File: src/verilog/sms_pkg.sv
package sms_pkg;

    // ****************************************
    // clock and intervals
    // ****************************************
    localparam int CLK_PERIOD_NS   = 5;
    localparam int RST_MIN_US      = 1000;    // least reset hold
    localparam int FAIL_PERSIST_US = 100000;  // main supply failure persistence
    localparam int CFG_TIMEOUT_US  = 75000;   // configuration wait timeout

    // least times round up to whole cycles
    localparam int RST_MIN_CYC  = (RST_MIN_US * 1000 + CLK_PERIOD_NS - 1) / CLK_PERIOD_NS;
    localparam int FAIL_CYC     = (FAIL_PERSIST_US * 1000 + CLK_PERIOD_NS - 1) / CLK_PERIOD_NS;
    localparam int CFG_TMO_CYC  = (CFG_TIMEOUT_US * 1000 + CLK_PERIOD_NS - 1) / CLK_PERIOD_NS;

    // ****************************************
    // wake sources, commands, bus modes
    // ****************************************
    localparam int WAKE_SRC_N = 5;  // bus, cyclic, permanent, forced, chip select

    localparam logic [1:0] CMD_NORMAL    = 2'h0;
    localparam logic [1:0] CMD_STANDBY   = 2'h1;
    localparam logic [1:0] CMD_SLEEP     = 2'h2;
    localparam logic [1:0] CMD_EMERGENCY = 2'h3;

    localparam logic [1:0] BUS_LOW_POWER = 2'h0;
    localparam logic [1:0] BUS_FULL      = 2'h1;
    localparam logic [1:0] BUS_LISTEN    = 2'h2;

    typedef enum logic [5:0] {
        ST_RESET   = 6'h01,
        ST_CFGWAIT = 6'h02,
        ST_NORMAL  = 6'h04,
        ST_STANDBY = 6'h08,
        ST_SLEEP   = 6'h10,
        ST_EMERG   = 6'h20
    } sms_mode_e;

endpackage

File: src/verilog/sms_interval_timer.sv
`timescale 1ns/1ps
// saturating up counter; done holds once the count is reached
module sms_interval_timer #(
    parameter int CYC = 16
) (
    input  wire logic clk,
    input  wire logic rst_n,
    input  wire logic restart,
    output logic      done
);
    localparam int W = $clog2(CYC + 1);
    localparam logic [W-1:0] LAST = W'(CYC);

    logic [W-1:0] cnt_q;

    // restart wins so a fresh mode entry never sees a stale count
    always_ff @(posedge clk or negedge rst_n) begin
        if (!rst_n) begin
            cnt_q <= '0;
        end else if (restart) begin
            cnt_q <= '0;
        end else if (cnt_q != LAST) begin
            cnt_q <= cnt_q + W'(1);
        end
    end

    assign done = (cnt_q == LAST) & ~restart;
endmodule // sms_interval_timer

File: src/verilog/sms_supply_decode.sv
`timescale 1ns/1ps
// registered supply and reset-drive decode from the next mode
module sms_supply_decode (
    input  wire logic              clk,
    input  wire logic              rst_n,
    input  wire sms_pkg::sms_mode_e mode_d,
    input  wire logic              aux_enable,
    input  wire logic              bat_sw_sel,
    input  wire logic              cyclic_en,
    input  wire logic              cyclic_pulse,
    output logic                   main_on_q,
    output logic                   aux_on_q,
    output logic                   bat_sw_on_q,
    output logic                   rst_drive_q
);
    // ****************************************
    // per-mode supply decode
    // ****************************************
    wire is_rst  = (mode_d == sms_pkg::ST_RESET);
    wire is_cfg  = (mode_d == sms_pkg::ST_CFGWAIT);
    wire is_norm = (mode_d == sms_pkg::ST_NORMAL);
    wire is_stby = (mode_d == sms_pkg::ST_STANDBY);
    wire is_slp  = (mode_d == sms_pkg::ST_SLEEP);

    wire main_d  = is_rst | is_cfg | is_norm | is_stby;        // RULE4 RULE9 RULE11 RULE13 RULE15
    wire aux_d   = is_norm & aux_enable;                        // RULE8 RULE9 RULE11 RULE13
    wire bat_d   = ((is_norm | is_stby) & bat_sw_sel)           // RULE9 RULE11
                 | (is_slp & cyclic_en & cyclic_pulse);         // RULE13

    // all off at power-up; reset pin is pulled low from reset assertion, before any edge
    always_ff @(posedge clk or negedge rst_n) begin
        if (!rst_n) begin
            main_on_q   <= 1'b0;
            aux_on_q    <= 1'b0;
            bat_sw_on_q <= 1'b0;
            rst_drive_q <= 1'b1;
        end else begin
            main_on_q   <= main_d;
            aux_on_q    <= aux_d;
            bat_sw_on_q <= bat_d;
            rst_drive_q <= is_rst;
        end
    end
endmodule // sms_supply_decode

File: src/verilog/sms_mode_sequencer.sv
`timescale 1ns/1ps
// Contract
// RULE1: enter reset at power-up and on a bad watchdog trigger
// RULE2: hold reset the least interval, then go to config wait unless main supply failed
// RULE3: main supply low 100 ms after reset entry: sleep variant sleeps, other stays
// RULE4: config wait keeps main on, aux and battery switch off, loads defaults
// RULE5: no serial data 75 ms after reset release in config wait: go to sleep
// RULE6: watchdog timing word write arms the watchdog and enters normal
// RULE7: before timing word, config wait ignores every command but emergency
// RULE8: config wait keeps aux regulator and bus transmitter off
// RULE9: normal keeps main and aux on; battery switch as selected; here aux is on only while aux_enable is set
// RULE10: normal follows commands; watchdog timeout or main undervoltage goes via reset
// RULE11: standby by command: main on, aux off, battery switch fixed; watchdog served
// RULE12: standby leaves by command, or via reset on timeout, undervoltage, reset pin
// RULE13: sleep turns main and aux off; battery switch off or cyclic; command entry
// RULE14: sleep wakes to config wait on any of five wake sources
// RULE15: emergency by command: all supplies off, wakes ignored, leave on battery loss
// RULE16: full or listen bus modes only in normal; elsewhere bus low power
// RULE17: aux turn-off forces bus low power, not restored until rewritten
// RULE18: aux undervoltage holds bus in low power
// RULE19: trigger outside the enable window counts as watchdog failure
// RULE20: intervals counted from chip clock, restarted on mode entry
module sms_mode_sequencer #(
    parameter int RST_CYC     = sms_pkg::RST_MIN_CYC,
    parameter int FAIL_CYC    = sms_pkg::FAIL_CYC,
    parameter int CFG_CYC     = sms_pkg::CFG_TMO_CYC,
    parameter bit SLEEP_ON_FAIL = 1'b1,
    parameter int WAKE_N      = sms_pkg::WAKE_SRC_N
) (
    input  wire logic              clk_sys,
    input  wire logic              nrst,
    // serial port decoded events
    input  wire logic              spi_frame,
    input  wire logic              cmd_valid,
    input  wire logic [1:0]        cmd_mode,
    input  wire logic              wd_timing_wr,
    input  wire logic              bus_mode_wr,
    input  wire logic [1:0]        bus_mode_wdata,
    input  wire logic              aux_enable,
    input  wire logic              bat_sw_sel,
    input  wire logic              cyclic_en,
    input  wire logic              cyclic_pulse,
    // watchdog
    input  wire logic              wd_trigger,
    input  wire logic              wd_in_window,
    input  wire logic              wd_timeout,
    // analog monitors and wakes
    input  wire logic              main_uv,
    input  wire logic              aux_uv,
    input  wire logic              battery_loss_event,
    input  wire logic [WAKE_N-1:0] wake_evt,
    // reset pin, open drain
    input  wire logic              reset_pin_n_i,
    output logic                   reset_pin_n_o,
    output logic                   reset_pin_n_oe,
    // supplies and status
    output logic                   main_regulator_out,
    output logic                   aux_regulator_out,
    output logic                   battery_switch_out,
    output logic [1:0]             bus_mode,
    output logic                   wd_active,
    output logic                   load_defaults,
    output sms_pkg::sms_mode_e     mode
);
    // ****************************************
    // reset release
    // ****************************************
    logic [1:0] rst_sync_q;
    logic       rst_n;

    // two-stage release; assertion stays asynchronous
    always_ff @(posedge clk_sys or negedge nrst) begin
        if (!nrst) begin
            rst_sync_q <= 2'h0;
        end else begin
            rst_sync_q <= {rst_sync_q[0], 1'b1};
        end
    end
    assign rst_n = rst_sync_q[1];

    // ****************************************
    // state
    // ****************************************
    sms_pkg::sms_mode_e state_q;
    sms_pkg::sms_mode_e state_d;
    logic               wd_active_q;
    logic               wd_active_d;
    logic               spi_seen_q;
    logic               spi_seen_d;
    logic               entry_q;
    logic [1:0]         bus_mode_q;
    logic [1:0]         bus_mode_d;
    logic [1:0]         bus_out_q;
    logic               rst_drive_q;
    logic               aux_on_q;
    logic               rst_done;
    logic               fail_done;
    logic               cfg_done;

    // ****************************************
    // decoded conditions
    // ****************************************
    wire in_rst  = (state_q == sms_pkg::ST_RESET);
    wire in_cfg  = (state_q == sms_pkg::ST_CFGWAIT);
    wire in_norm = (state_q == sms_pkg::ST_NORMAL);
    wire in_stby = (state_q == sms_pkg::ST_STANDBY);
    wire in_slp  = (state_q == sms_pkg::ST_SLEEP);
    wire in_emg  = (state_q == sms_pkg::ST_EMERG);

    wire wd_fail   = wd_active_q & (wd_timeout | (wd_trigger & ~wd_in_window)); // RULE1 RULE19
    wire ext_rst   = in_stby & ~reset_pin_n_i & ~rst_drive_q;                   // RULE12
    wire run_fail  = (in_norm | in_stby) & (wd_fail | main_uv | ext_rst);       // RULE10 RULE12
    wire cmd_emg   = cmd_valid & (cmd_mode == sms_pkg::CMD_EMERGENCY);
    wire cfg_tmo   = in_cfg & cfg_done & ~spi_seen_q;                           // RULE5
    wire any_wake  = |wake_evt;
    wire rst_fail  = in_rst & fail_done & main_uv;                              // RULE3

    // ****************************************
    // interval timers
    // ****************************************
    // one entry pulse restarts all three; each is read only in its own mode
    sms_interval_timer #(.CYC(RST_CYC)) u_rst_tmr (
        .clk     (clk_sys),
        .rst_n   (rst_n),
        .restart (entry_q),
        .done    (rst_done)
    ); // RULE20
    sms_interval_timer #(.CYC(FAIL_CYC)) u_fail_tmr (
        .clk     (clk_sys),
        .rst_n   (rst_n),
        .restart (entry_q),
        .done    (fail_done)
    );
    sms_interval_timer #(.CYC(CFG_CYC)) u_cfg_tmr (
        .clk     (clk_sys),
        .rst_n   (rst_n),
        .restart (entry_q),
        .done    (cfg_done)
    );

    // ****************************************
    // mode transitions
    // ****************************************
    always_comb begin
        state_d = state_q;
        case (state_q)
            sms_pkg::ST_RESET: begin
                if (rst_done & ~main_uv) begin
                    state_d = sms_pkg::ST_CFGWAIT;                       // RULE2
                end else if (rst_fail & SLEEP_ON_FAIL) begin
                    state_d = sms_pkg::ST_SLEEP;                         // RULE3
                end
            end
            sms_pkg::ST_CFGWAIT: begin
                if (cmd_emg) begin
                    state_d = sms_pkg::ST_EMERG;                         // RULE7
                end else if (wd_timing_wr) begin
                    state_d = sms_pkg::ST_NORMAL;                        // RULE6
                end else if (cfg_tmo) begin
                    state_d = sms_pkg::ST_SLEEP;                         // RULE5
                end
            end
            sms_pkg::ST_NORMAL, sms_pkg::ST_STANDBY: begin
                if (run_fail) begin
                    state_d = sms_pkg::ST_RESET;                         // RULE10 RULE12
                end else if (cmd_valid) begin
                    case (cmd_mode)
                        sms_pkg::CMD_NORMAL:  state_d = sms_pkg::ST_NORMAL;
                        sms_pkg::CMD_STANDBY: state_d = sms_pkg::ST_STANDBY; // RULE11
                        sms_pkg::CMD_SLEEP:   state_d = sms_pkg::ST_SLEEP;   // RULE13
                        default:              state_d = sms_pkg::ST_EMERG;   // RULE15
                    endcase
                end
            end
            sms_pkg::ST_SLEEP: begin
                if (any_wake) begin
                    state_d = sms_pkg::ST_CFGWAIT;                       // RULE14
                end
            end
            sms_pkg::ST_EMERG: begin
                if (battery_loss_event) begin
                    state_d = sms_pkg::ST_RESET;                         // RULE15
                end
            end
            default: begin
                state_d = sms_pkg::ST_RESET;
            end
        endcase
    end

    // ****************************************
    // watchdog arm, serial-seen flag, bus mode
    // ****************************************
    // defaults are reloaded on every config-wait entry
    assign wd_active_d = (state_d == sms_pkg::ST_NORMAL) | (state_d == sms_pkg::ST_STANDBY);  // RULE6
    assign spi_seen_d  = (state_d != state_q) ? 1'b0 : (spi_seen_q | (in_cfg & spi_frame));   // RULE4 RULE5
    assign load_defaults = entry_q & in_cfg;                                                 // RULE4

    // writes only count once configured; losing aux or leaving normal clears the setting until it is rewritten
    assign bus_mode_d = (~aux_on_q | ~in_norm) ? sms_pkg::BUS_LOW_POWER                       // RULE17
                      : (bus_mode_wr & wd_active_q) ? bus_mode_wdata                           // RULE7
                      : bus_mode_q;

    always_ff @(posedge clk_sys or negedge rst_n) begin
        if (!rst_n) begin
            state_q     <= sms_pkg::ST_RESET;                                // RULE1
            wd_active_q <= 1'b0;
            spi_seen_q  <= 1'b0;
            entry_q     <= 1'b1;
            bus_mode_q  <= sms_pkg::BUS_LOW_POWER;
        end else begin
            state_q     <= state_d;
            wd_active_q <= wd_active_d;
            spi_seen_q  <= spi_seen_d;
            entry_q     <= (state_d != state_q);                             // RULE20
            bus_mode_q  <= bus_mode_d;
        end
    end

    // transceiver mode seen outside; undervoltage on aux overrides everything
    always_ff @(posedge clk_sys or negedge rst_n) begin
        if (!rst_n) begin
            bus_out_q <= sms_pkg::BUS_LOW_POWER;
        end else if ((state_d != sms_pkg::ST_NORMAL) | aux_uv | ~aux_on_q) begin
            bus_out_q <= sms_pkg::BUS_LOW_POWER;                              // RULE16 RULE18
        end else begin
            bus_out_q <= bus_mode_q;                                          // RULE16
        end
    end

    // ****************************************
    // supplies and reset pin
    // ****************************************
    sms_supply_decode u_supply (
        .clk          (clk_sys),
        .rst_n        (rst_n),
        .mode_d       (state_d),
        .aux_enable   (aux_enable),
        .bat_sw_sel   (bat_sw_sel),
        .cyclic_en    (cyclic_en),
        .cyclic_pulse (cyclic_pulse),
        .main_on_q    (main_regulator_out),
        .aux_on_q     (aux_on_q),
        .bat_sw_on_q  (battery_switch_out),
        .rst_drive_q  (rst_drive_q)
    );

    assign aux_regulator_out = aux_on_q;
    assign reset_pin_n_o     = 1'b0;          // open drain: only ever pulls low
    assign reset_pin_n_oe    = rst_drive_q;
    assign bus_mode          = bus_out_q;
    assign wd_active         = wd_active_q;
    assign mode              = state_q;
endmodule // sms_mode_sequencer

File: config.mk
export PLATFORM = sky130hd
export DESIGN_NAME = sms_mode_sequencer
export DESIGN_NICKNAME = d
export VERILOG_FILES = /design/src/verilog/sms_pkg.sv /design/src/verilog/sms_interval_timer.sv /design/src/verilog/sms_supply_decode.sv /design/src/verilog/sms_mode_sequencer.sv
export SDC_FILE = /design/constraint.sdc
export NUM_CORES = 1
export LEC_CHECK = 0
export ABC_CLOCK_PERIOD_IN_PS = 6300
export BUFFER_PORTS_ARGS = -buffer_cell sky130_fd_sc_hd__buf_2
export CAP_MARGIN = 30
export CORE_MARGIN = 2
export CORE_UTILIZATION = 30
export DETAILED_ROUTE_END_ITERATION = 16
export PLACE_DENSITY = 0.47
export SYNTH_ARGS = -nofsm -noshare
export SYNTH_HDL_FRONTEND = slang
export SYNTH_SLANG_ARGS = --single-unit
File: constraint.sdc
create_clock -name clk_sys -period 6.3 [get_ports clk_sys]
set_input_delay 0 -clock clk_sys [delete_from_list [all_inputs] [get_ports clk_sys]]
set_output_delay 0 -clock clk_sys [all_outputs]
set_load 0.1 [all_outputs]
==> flow_metrics.py, run 1 <==
metrics = {
    "global_routing": {
        "grt_pass1_vias": 3626,
        "antenna_found_initial": 0,
        "use_met2_pct": 20.1,
        "top_usage_layer": "met2",
        "grtUsageMet1_pct": 18.7,
        "grt_pass1_wl_mm": 17.6,
        "grt_max_degree": 48,
        "grt-ovfl-total": 0,
        "grtUsageTotal_pct": 13.5,
        "grt_use_met3_pct": 2.78,
    },
    "logic_synthesis": {
        "synth_seq_cells": 86,
        "synthAdderAreaFrac_pct": 1.66,
        "synth_xor_area_share_pct": 11.3,
        "synth_flop_cell": "dfrtp_1",
        "yosys.area.top_type_share_pct": 46.0,
        "synth_top_family_by_area": "simple AND/OR/NAND/NOR gates",
        "yosys_warnings": 0,
        "synthArstFlopShare_pct": 100,
        "synth_cells": 485,
        "synth_cell_types": 55,
        "syn_area_per_cell_um2": 9.30,
        "synth_compound_area_share_pct": 7.16,
        "synth.area.mux_share_pct": 0.666,
        "synth_area_leader_cell": "dfrtp_1",
        "synth_edf_count": 0,
        "ys_seq_area_share_pct": 47.8,
        "synth.most_common_cell": "nor2_1",
        "synthTopCellsByArea": "dfrtp_1 46%, nor2_1 7.2%, xor2_1 6.6%",
        "synth_common_cells": "86 x nor2_1, 83 x dfrtp_1, 35 x nand3_1",
        "yosys.area_share.simple_pct": 28.5,
        "syn-cell-area_um2": 4510,
        "syn-num-nets": 517,
    },
    "floorplan": {
        "chipWidth_um": 127,
        "start_util_pct": 30.9,
        "fp-row-count": 44,
        "coreArea_um2": 14600,
        "io_pins": 41,
        "dieArea_um2": 16000,
        "die_y_um": 127,
    },
    "clock_tree": {
        "cts-root-buf": "clkbuf_16",
        "clock_latency_ns": 0.35,
        "cts_hold_buf": 13,
        "post_cts_buffers": 0,
        "cts-resized-gates": 0,
        "cts_buffers": 9,
        "cts.sink_count": 86,
        "cts_max_level": 3,
        "clock_path_buffers": 2,
        "cts_tree": "yes",
        "clk_pin_slew_ns": 0.07,
    },
    "timing": {
        "drv_slew": 0,
        "clock.fmax_mhz": 322,
        "min_period_ns": 3.10,
        "holdWs_ns": 0.0441,
        "rsz0062_at_grt": "no",
        "finClkSkew_ns": 0.00830,
        "worst_pin_slew_ns": 0.681,
        "setup_tns_ns": 0,
        "final_hold_viol_count": 0,
        "period_share_pct": 49.2,
        "maxSlewHeadroom_pct": 54.5,
        "finalSetupViolCount": 0,
    },
    "route": {
        "drt.antenna.violating_nets": 0,
        "wirelength_mm": 10.1,
        "dr_total_vias": 3598,
        "vias_per_cell": 4.96,
        "dr.first_iter.drc_count": 250,
        "drc": 0,
        "drt-pass1-iter-count": 4,
        "wire_per_inst_um": 14.0,
    },
    "worst_setup_path": {
        "critPathCapture": "u_supply.bat_sw_on_q",
        "path_cells": "buf_4 -> nor2_1 -> nand3_1 -> nor4_1 -> or3b_1 -> a32o_1 -> dlygate4sd3_1",
        "rr_worst_depth": 7,
        "worstPathMaxFanout": 39,
        "r2r-end": "u_supply.bat_sw_on_q",
        "crit_start": "entry_q",
        "r2r_start": "entry_q",
        "crit_type": "reg2reg",
        "cpPeakStageDelay_ns": 0.94,
        "rrSetupSlack_ns": 3.20,
        "endpoint_kind": "register",
        "cp_num_buf_inv": 2,
        "cp_top_family": "buffers and inverters",
        "crit_slowest_cell": "dfstp_2",
        "cp_num_cells": 7,
        "startpoint_type": "register",
        "critical_path_arrival_ns": 3.33,
        "required_ns": 6.53,
    },
    "job": {
        "drv_cap": 0,
    },
    "pwr": {
        "power_switching_mw": 0.450,
        "p_int_mw": 1.04,
        "p_per_area_nw_per_um2": 279,
        "p_seq_share_pct": 47.9,
        "p_total_mw": 1.49,
        "vdd_drop_max_mv": 0.136,
        "p_leak_nw": 2.38,
        "power_frac_clock_pct": 36.3,
        "swShare_pct": 30.1,
        "p_comb_share_pct": 15.8,
    },
    "finish": {
        "fin_cells": 726,
        "antennaDiodeCount": 0,
        "drive_gt1_share_pct": 13.5,
        "syn_to_final_growth_pct": 18.7,
        "fin_nets": 569,
    },
    "placement": {
        "numPlacedInstances": 697,
        "routabilityCongestion": 0.843,
        "place.port_buffers": 39,
        "hpwl_mm": 7.12,
    },
    "status": {
        "run_status": "finished, final reports clean",
    },
    "min_path": {
        "hold_path.class": "in2reg",
    },
}
-- layout by cell type, fill, tap and decap left out, types with 3 or more instances in the layout --
cell / n
buf_2: 39
nor3b_1: 3
ha_1: 6
or3_1: 9
nor2b_1: 4
dlygate4sd3_1: 13
nand4_1: 12
inv_1: 17
and2_1: 7
dfrtp_1: 82
nor4b_1: 4
nand2_1: 33
nor3_1: 11
nor4_2: 5
nor2_1: 86
o21ai_0: 10
and4_1: 6
dfstp_2: 3
a31oi_1: 5
mux2i_1: 3
xnor2_1: 24
nand3_1: 35
a21oi_1: 14
and3_1: 12
xor2_1: 34
clkbuf_16: 9
nor4_1: 8
-- layer usage --
layer  vias up  wire (µm)
met5         -          0
met4         0        265
met3        18        401
met2        73       4440
met1      1722       5030
li1       1785          -
-- registers in the layout, indices dropped and copies added (netlist names) --
| register | cells |
|---|---|
| u_fail_tmr.cnt_q | 25 |
| u_cfg_tmr.cnt_q | 24 |
| u_rst_tmr.cnt_q | 18 |
| mode | 6 |
| bus_mode | 2 |
| bus_mode_q | 2 |
| rst_sync_q | 2 |
| entry_q | 1 |
| spi_seen_q | 1 |
| u_supply.aux_on_q | 1 |
| u_supply.bat_sw_on_q | 1 |
| u_supply.main_on_q | 1 |
| u_supply.rst_drive_q | 1 |
| wd_active | 1 |
-- stage by stage --
| stage | setup slack [ns] | area, µm² | util, % |
|---|---|---|---|
| floorplan | 3.73 | 4510 | - |
| global placement | 3.72 | 4900 | 33.6 |
| detailed placement | 3.63 | 4920 | 33.8 |
| CTS | 3.17 | 5350 | 36.7 |
| global route | 3.03 | 5350 | 36.7 |
| finish | 3.20 | 5350 | 36.7 |
-- layout make-up --
type / instances / area (µm²)
clock buffer: 9 / 225
sequential: 86 / 2160
tap: 184 / 230
timing repair buffer: 55 / 368
multi-input combinational: 367 / 2230
inverter: 18 / 67.6
fill: 1489 / 9240
clock inverter: 7 / 72.6
-- how the worst min path moves through the flow --
stage	startpoint	to	depth (start not counted)
3_3_place_gp	nrst	rst_sync_q[0]	1
6_report	cmd_valid	mode[3]	3
2_1_floorplan	nrst	rst_sync_q[0]	0
5_1_grt	cmd_valid	mode[3]	3
3_5_place_dp	nrst	rst_sync_q[0]	1
4_1_cts	cmd_valid	mode[3]	3
-- cells by family (layout without fill, tap and decap cells) --
kind of cell / Yosys count / after routing
flops: 86 / 86
compound gates: 50 / 50
mux: 3 / 3
fa+ha+maj: 6 / 6
xor+xnor: 58 / 58
simple gates: 248 / 248
buf+inv: 32 / 89
other cells: 2 / 2
-- tightest hold or removal path: cells and delay by family --
family,cells,cell delay (ns)
muxes,1,0.12
and+or+nand+nor,1,0.09
buffers and inverters,1,0.15
-- power by group through the flow --
stage          sequential (mW)  combinational [mW]  clock, mW
2_1_floorplan            0.708               0.177          0
3_3_place_gp             0.725               0.223          0
3_5_place_dp             0.726               0.235          0
4_1_cts                  0.715               0.241      0.561
5_1_grt                  0.732               0.276      0.586
6_report                 0.716               0.236      0.543
Note: power is estimated with default switching activity, not from simulation.
==> run 2: changes to the inputs <==
--- a/config.mk
+++ b/config.mk
@@ -5,7 +5,8 @@
 export SDC_FILE = /design/constraint.sdc
 export NUM_CORES = 1
 export LEC_CHECK = 0
-export ABC_CLOCK_PERIOD_IN_PS = 6300
+export ABC_AREA = 1
+export ABC_CLOCK_PERIOD_IN_PS = 3100
 export BUFFER_PORTS_ARGS = -buffer_cell sky130_fd_sc_hd__buf_2
 export CAP_MARGIN = 30
 export CORE_MARGIN = 2
==> constraint.sdc (replaced) <==
create_clock -name clk_sys -period 3.1 [get_ports clk_sys]
set_input_delay 0 -clock clk_sys [delete_from_list [all_inputs] [get_ports clk_sys]]
set_output_delay 0 -clock clk_sys [all_outputs]
set_load 0.1 [all_outputs]
==> run 2 against run 1 <==
Net effect: utilization fell by 0.75 points; total power rose by 100%; maximum frequency rose by 36%; critical path depth rose by 3; sequential power is 89% higher; synthesized cell count is 31% higher; routed wire length grew 14%; combinational power rose to 2.6 times the previous value; via count rose by 18%; clock power grew 88%; sequential cell count did not move; clock-buffer cell count up 1; largest power group unchanged.
==> flow_metrics.py, run 2 <==
metrics = {
    "global_routing": {
        "grt_max_degree": 61,
        "grt_use_met3_pct": 2.52,
        "antenna_found_initial": 0,
        "use_met2_pct": 24.8,
        "grt-ovfl-total": 0,
        "grtUsageTotal_pct": 14.7,
        "grt_pass1_wl_mm": 20.2,
        "grtUsageMet1_pct": 19.0,
        "top_usage_layer": "met2",
        "grt_pass1_vias": 4304,
    },
    "timing": {
        "rsz0062_at_grt": "no",
        "setup_tns_ns": 0,
        "worst_pin_slew_ns": 0.806,
        "finalSetupViolCount": 0,
        "finClkSkew_ns": 0.0101,
        "drv_slew": 0,
        "period_share_pct": 73.4,
        "min_period_ns": 2.28,
        "final_hold_viol_count": 0,
        "maxSlewHeadroom_pct": 46.2,
        "clock.fmax_mhz": 439,
    },
    "min_path": {
        "hold_path.class": "in2reg",
        "worstHoldEndpoint": "mode[1]",
        "hold_depth": 4,
        "worst_hold_startpoint": "wd_timing_wr",
    },
    "worst_setup_path": {
        "critical_path_arrival_ns": 2.51,
        "required_ns": 3.33,
        "cpPeakStageDelay_ns": 0.54,
        "worstPathMaxFanout": 32,
        "rr_worst_depth": 10,
        "crit_slowest_cell": "dlygate4sd3_1",
        "crit_type": "reg2reg",
        "r2r_start": "entry_q",
        "r2r-end": "u_supply.bat_sw_on_q",
        "path_cells": "buf_4 -> or2_2 -> nor2_1 -> nand3_1 -> nand2_1 -> nand2_1 -> nand3_2 -> nand4_1 -> nand2_1 -> dlygate4sd3_1",
        "endpoint_kind": "register",
        "rrSetupSlack_ns": 0.82,
        "startpoint_type": "register",
        "critPathMostFrequentCell": "nand2_1",
    },
    "pwr": {
        "p_comb_share_pct": 20.8,
        "power_switching_mw": 0.985,
        "p_leak_nw": 2.62,
        "p_int_mw": 2.01,
        "p_per_area_nw_per_um2": 526,
        "p_seq_share_pct": 45.1,
        "vdd_drop_max_mv": 0.261,
        "swShare_pct": 32.9,
        "power_frac_clock_pct": 34.1,
    },
    "logic_synthesis": {
        "synth_flop_cell": "dfrtp_1",
        "syn-num-nets": 665,
        "yosys.area.top_type_share_pct": 43.0,
        "syn_area_per_cell_um2": 7.63,
        "synth_cell_types": 42,
        "synth_cells": 633,
        "ys_seq_area_share_pct": 44.6,
        "synth_common_cells": "111 x nand2_1, 91 x inv_1, 83 x dfrtp_1",
        "syn-cell-area_um2": 4830,
        "synth.area.mux_share_pct": 0,
        "synth_edf_count": 0,
        "synth_area_leader_cell": "dfrtp_1",
        "yosys.area_share.simple_pct": 32.8,
        "synthArstFlopShare_pct": 100,
        "synth.most_common_cell": "nand2_1",
        "synthAdderAreaFrac_pct": 1.55,
        "synth_seq_cells": 86,
        "synthTopCellsByArea": "dfrtp_1 43%, nand2_1 8.6%, inv_1 7.1%",
        "synth_top_family_by_area": "simple AND/OR/NAND/NOR gates",
        "yosys_warnings": 0,
        "synth_compound_area_share_pct": 11.5,
        "synth_xor_area_share_pct": 0.907,
    },
    "route": {
        "drc": 0,
        "dr_total_vias": 4228,
        "drt-pass1-iter-count": 6,
        "vias_per_cell": 4.64,
        "wirelength_mm": 11.5,
        "drt.antenna.violating_nets": 0,
        "wire_per_inst_um": 12.7,
        "dr.first_iter.drc_count": 208,
    },
    "clock_tree": {
        "post_cts_buffers": 0,
        "clock_path_buffers": 2,
        "cts.sink_count": 86,
        "cts-root-buf": "clkbuf_16",
        "cts_tree": "yes",
        "cts-resized-gates": 0,
        "cts_max_level": 3,
        "clock_latency_ns": 0.35,
        "cts_buffers": 9,
        "clk_pin_slew_ns": 0.06,
        "cts_hold_buf": 12,
    },
    "finish": {
        "final_common_cell": "nand2_1",
        "largest_reg_flops": 25,
        "drive_gt1_share_pct": 15.4,
        "regMostFlops": "u_fail_tmr.cnt_q",
        "reg.largest.list": "u_fail_tmr.cnt_q x25, u_cfg_tmr.cnt_q x24, u_rst_tmr.cnt_q x18",
        "antennaDiodeCount": 0,
        "finish.utilization_pct": 35.9,
        "mostFrequentLayoutCells": "111 x nand2_1, 91 x inv_1, 82 x dfrtp_1, 80 x nor2_1, 43 x a21oi_1",
        "fin_nets": 722,
        "fillerInstances": 1676,
        "syn_to_final_growth_pct": 17.8,
    },
    "status": {
        "run_status": "finished, final reports clean",
    },
    "placement": {
        "routabilityCongestion": 0.875,
        "hpwl_mm": 8.51,
        "place.port_buffers": 39,
    },
    "job": {
        "drv_cap": 0,
    },
    "floorplan": {
        "chipWidth_um": 131,
        "start_util_pct": 30.5,
        "dieArea_um2": 17100,
        "io_pins": 41,
        "die_y_um": 131,
        "fp-row-count": 46,
        "coreArea_um2": 15800,
    },
}
-- run 2: logic make-up after synthesis --
family | Yosys count
XOR/XNOR | 5
buffers and inverters | 107
flip-flops | 86
AND/OR/NAND/NOR | 328
adder cells (fa/ha/maj) | 6
AO/OA/AOI/OAI | 99
other | 2
-- run 2: final cells by class --
class | instances | area, µm² | area share, %
multi-input cells | 440 | 2260 | 39.8
flip-flops and latches | 86 | 2160 | 38.0
inverters | 97 | 364 | 6.40
repair buffers | 56 | 353 | 6.20
well taps | 216 | 270 | 4.75
clock buffers | 10 | 239 | 4.20
clock inverters | 6 | 37.5 | 0.660
-- run 2: stage by stage --
step           std cells  power [mW]  hold slack (ns)  cell area [µm²]  worst slack (ns)
3_5_place_dp         883        2.00           -0.214             5290              1.13
5_1_grt              911        3.20           0.0409             5690             0.583
3_3_place_gp         883        1.98           -0.215             5290              1.15
4_1_cts              911        3.04           0.0138             5690             0.794
6_report             911        2.99           0.0172             5690             0.824
2_1_floorplan        633        1.82           -0.296             4830             0.450
-- run 2: how the worst max path moves through the flow --
stage	start	end	slack (ns)	cells after the start
finish	entry_q	u_supply.bat_sw_on_q	0.82	10
CTS	entry_q	u_supply.bat_sw_on_q	0.79	10
detailed placement	entry_q	entry_q	1.13	8
global route	mode[2]	u_supply.bat_sw_on_q	0.58	10
floorplan	mode[1]	load_defaults	0.45	4
global placement	entry_q	entry_q	1.15	8
-- run 2: routing by layer --
| metal | vias to the layer above | share of wire, % |
|---|---|---|
| met2 | 63 | 47 |
| met1 | 1963 | 48 |
| met3 | 11 | 2.9 |
| met4 | 0 | 1.6 |
| met5 | - | 0 |
| li1 | 2191 | - |
-- run 2: critical path: cells and delay by family, from the launching register on --
kind / cells / cell delay, ns
simple gates: 8 / 0.73
flops: 1 / 0.53
buf+inv: 2 / 0.90
-- run 2: power groups by stage --
stage	Sequential [mW]	Combinational, mW	Clock [mW]
CTS	1.35	0.635	1.06
floorplan	1.38	0.441	0
finish	1.35	0.623	1.02
global placement	1.37	0.614	0
detailed placement	1.37	0.626	0
global route	1.37	0.729	1.10
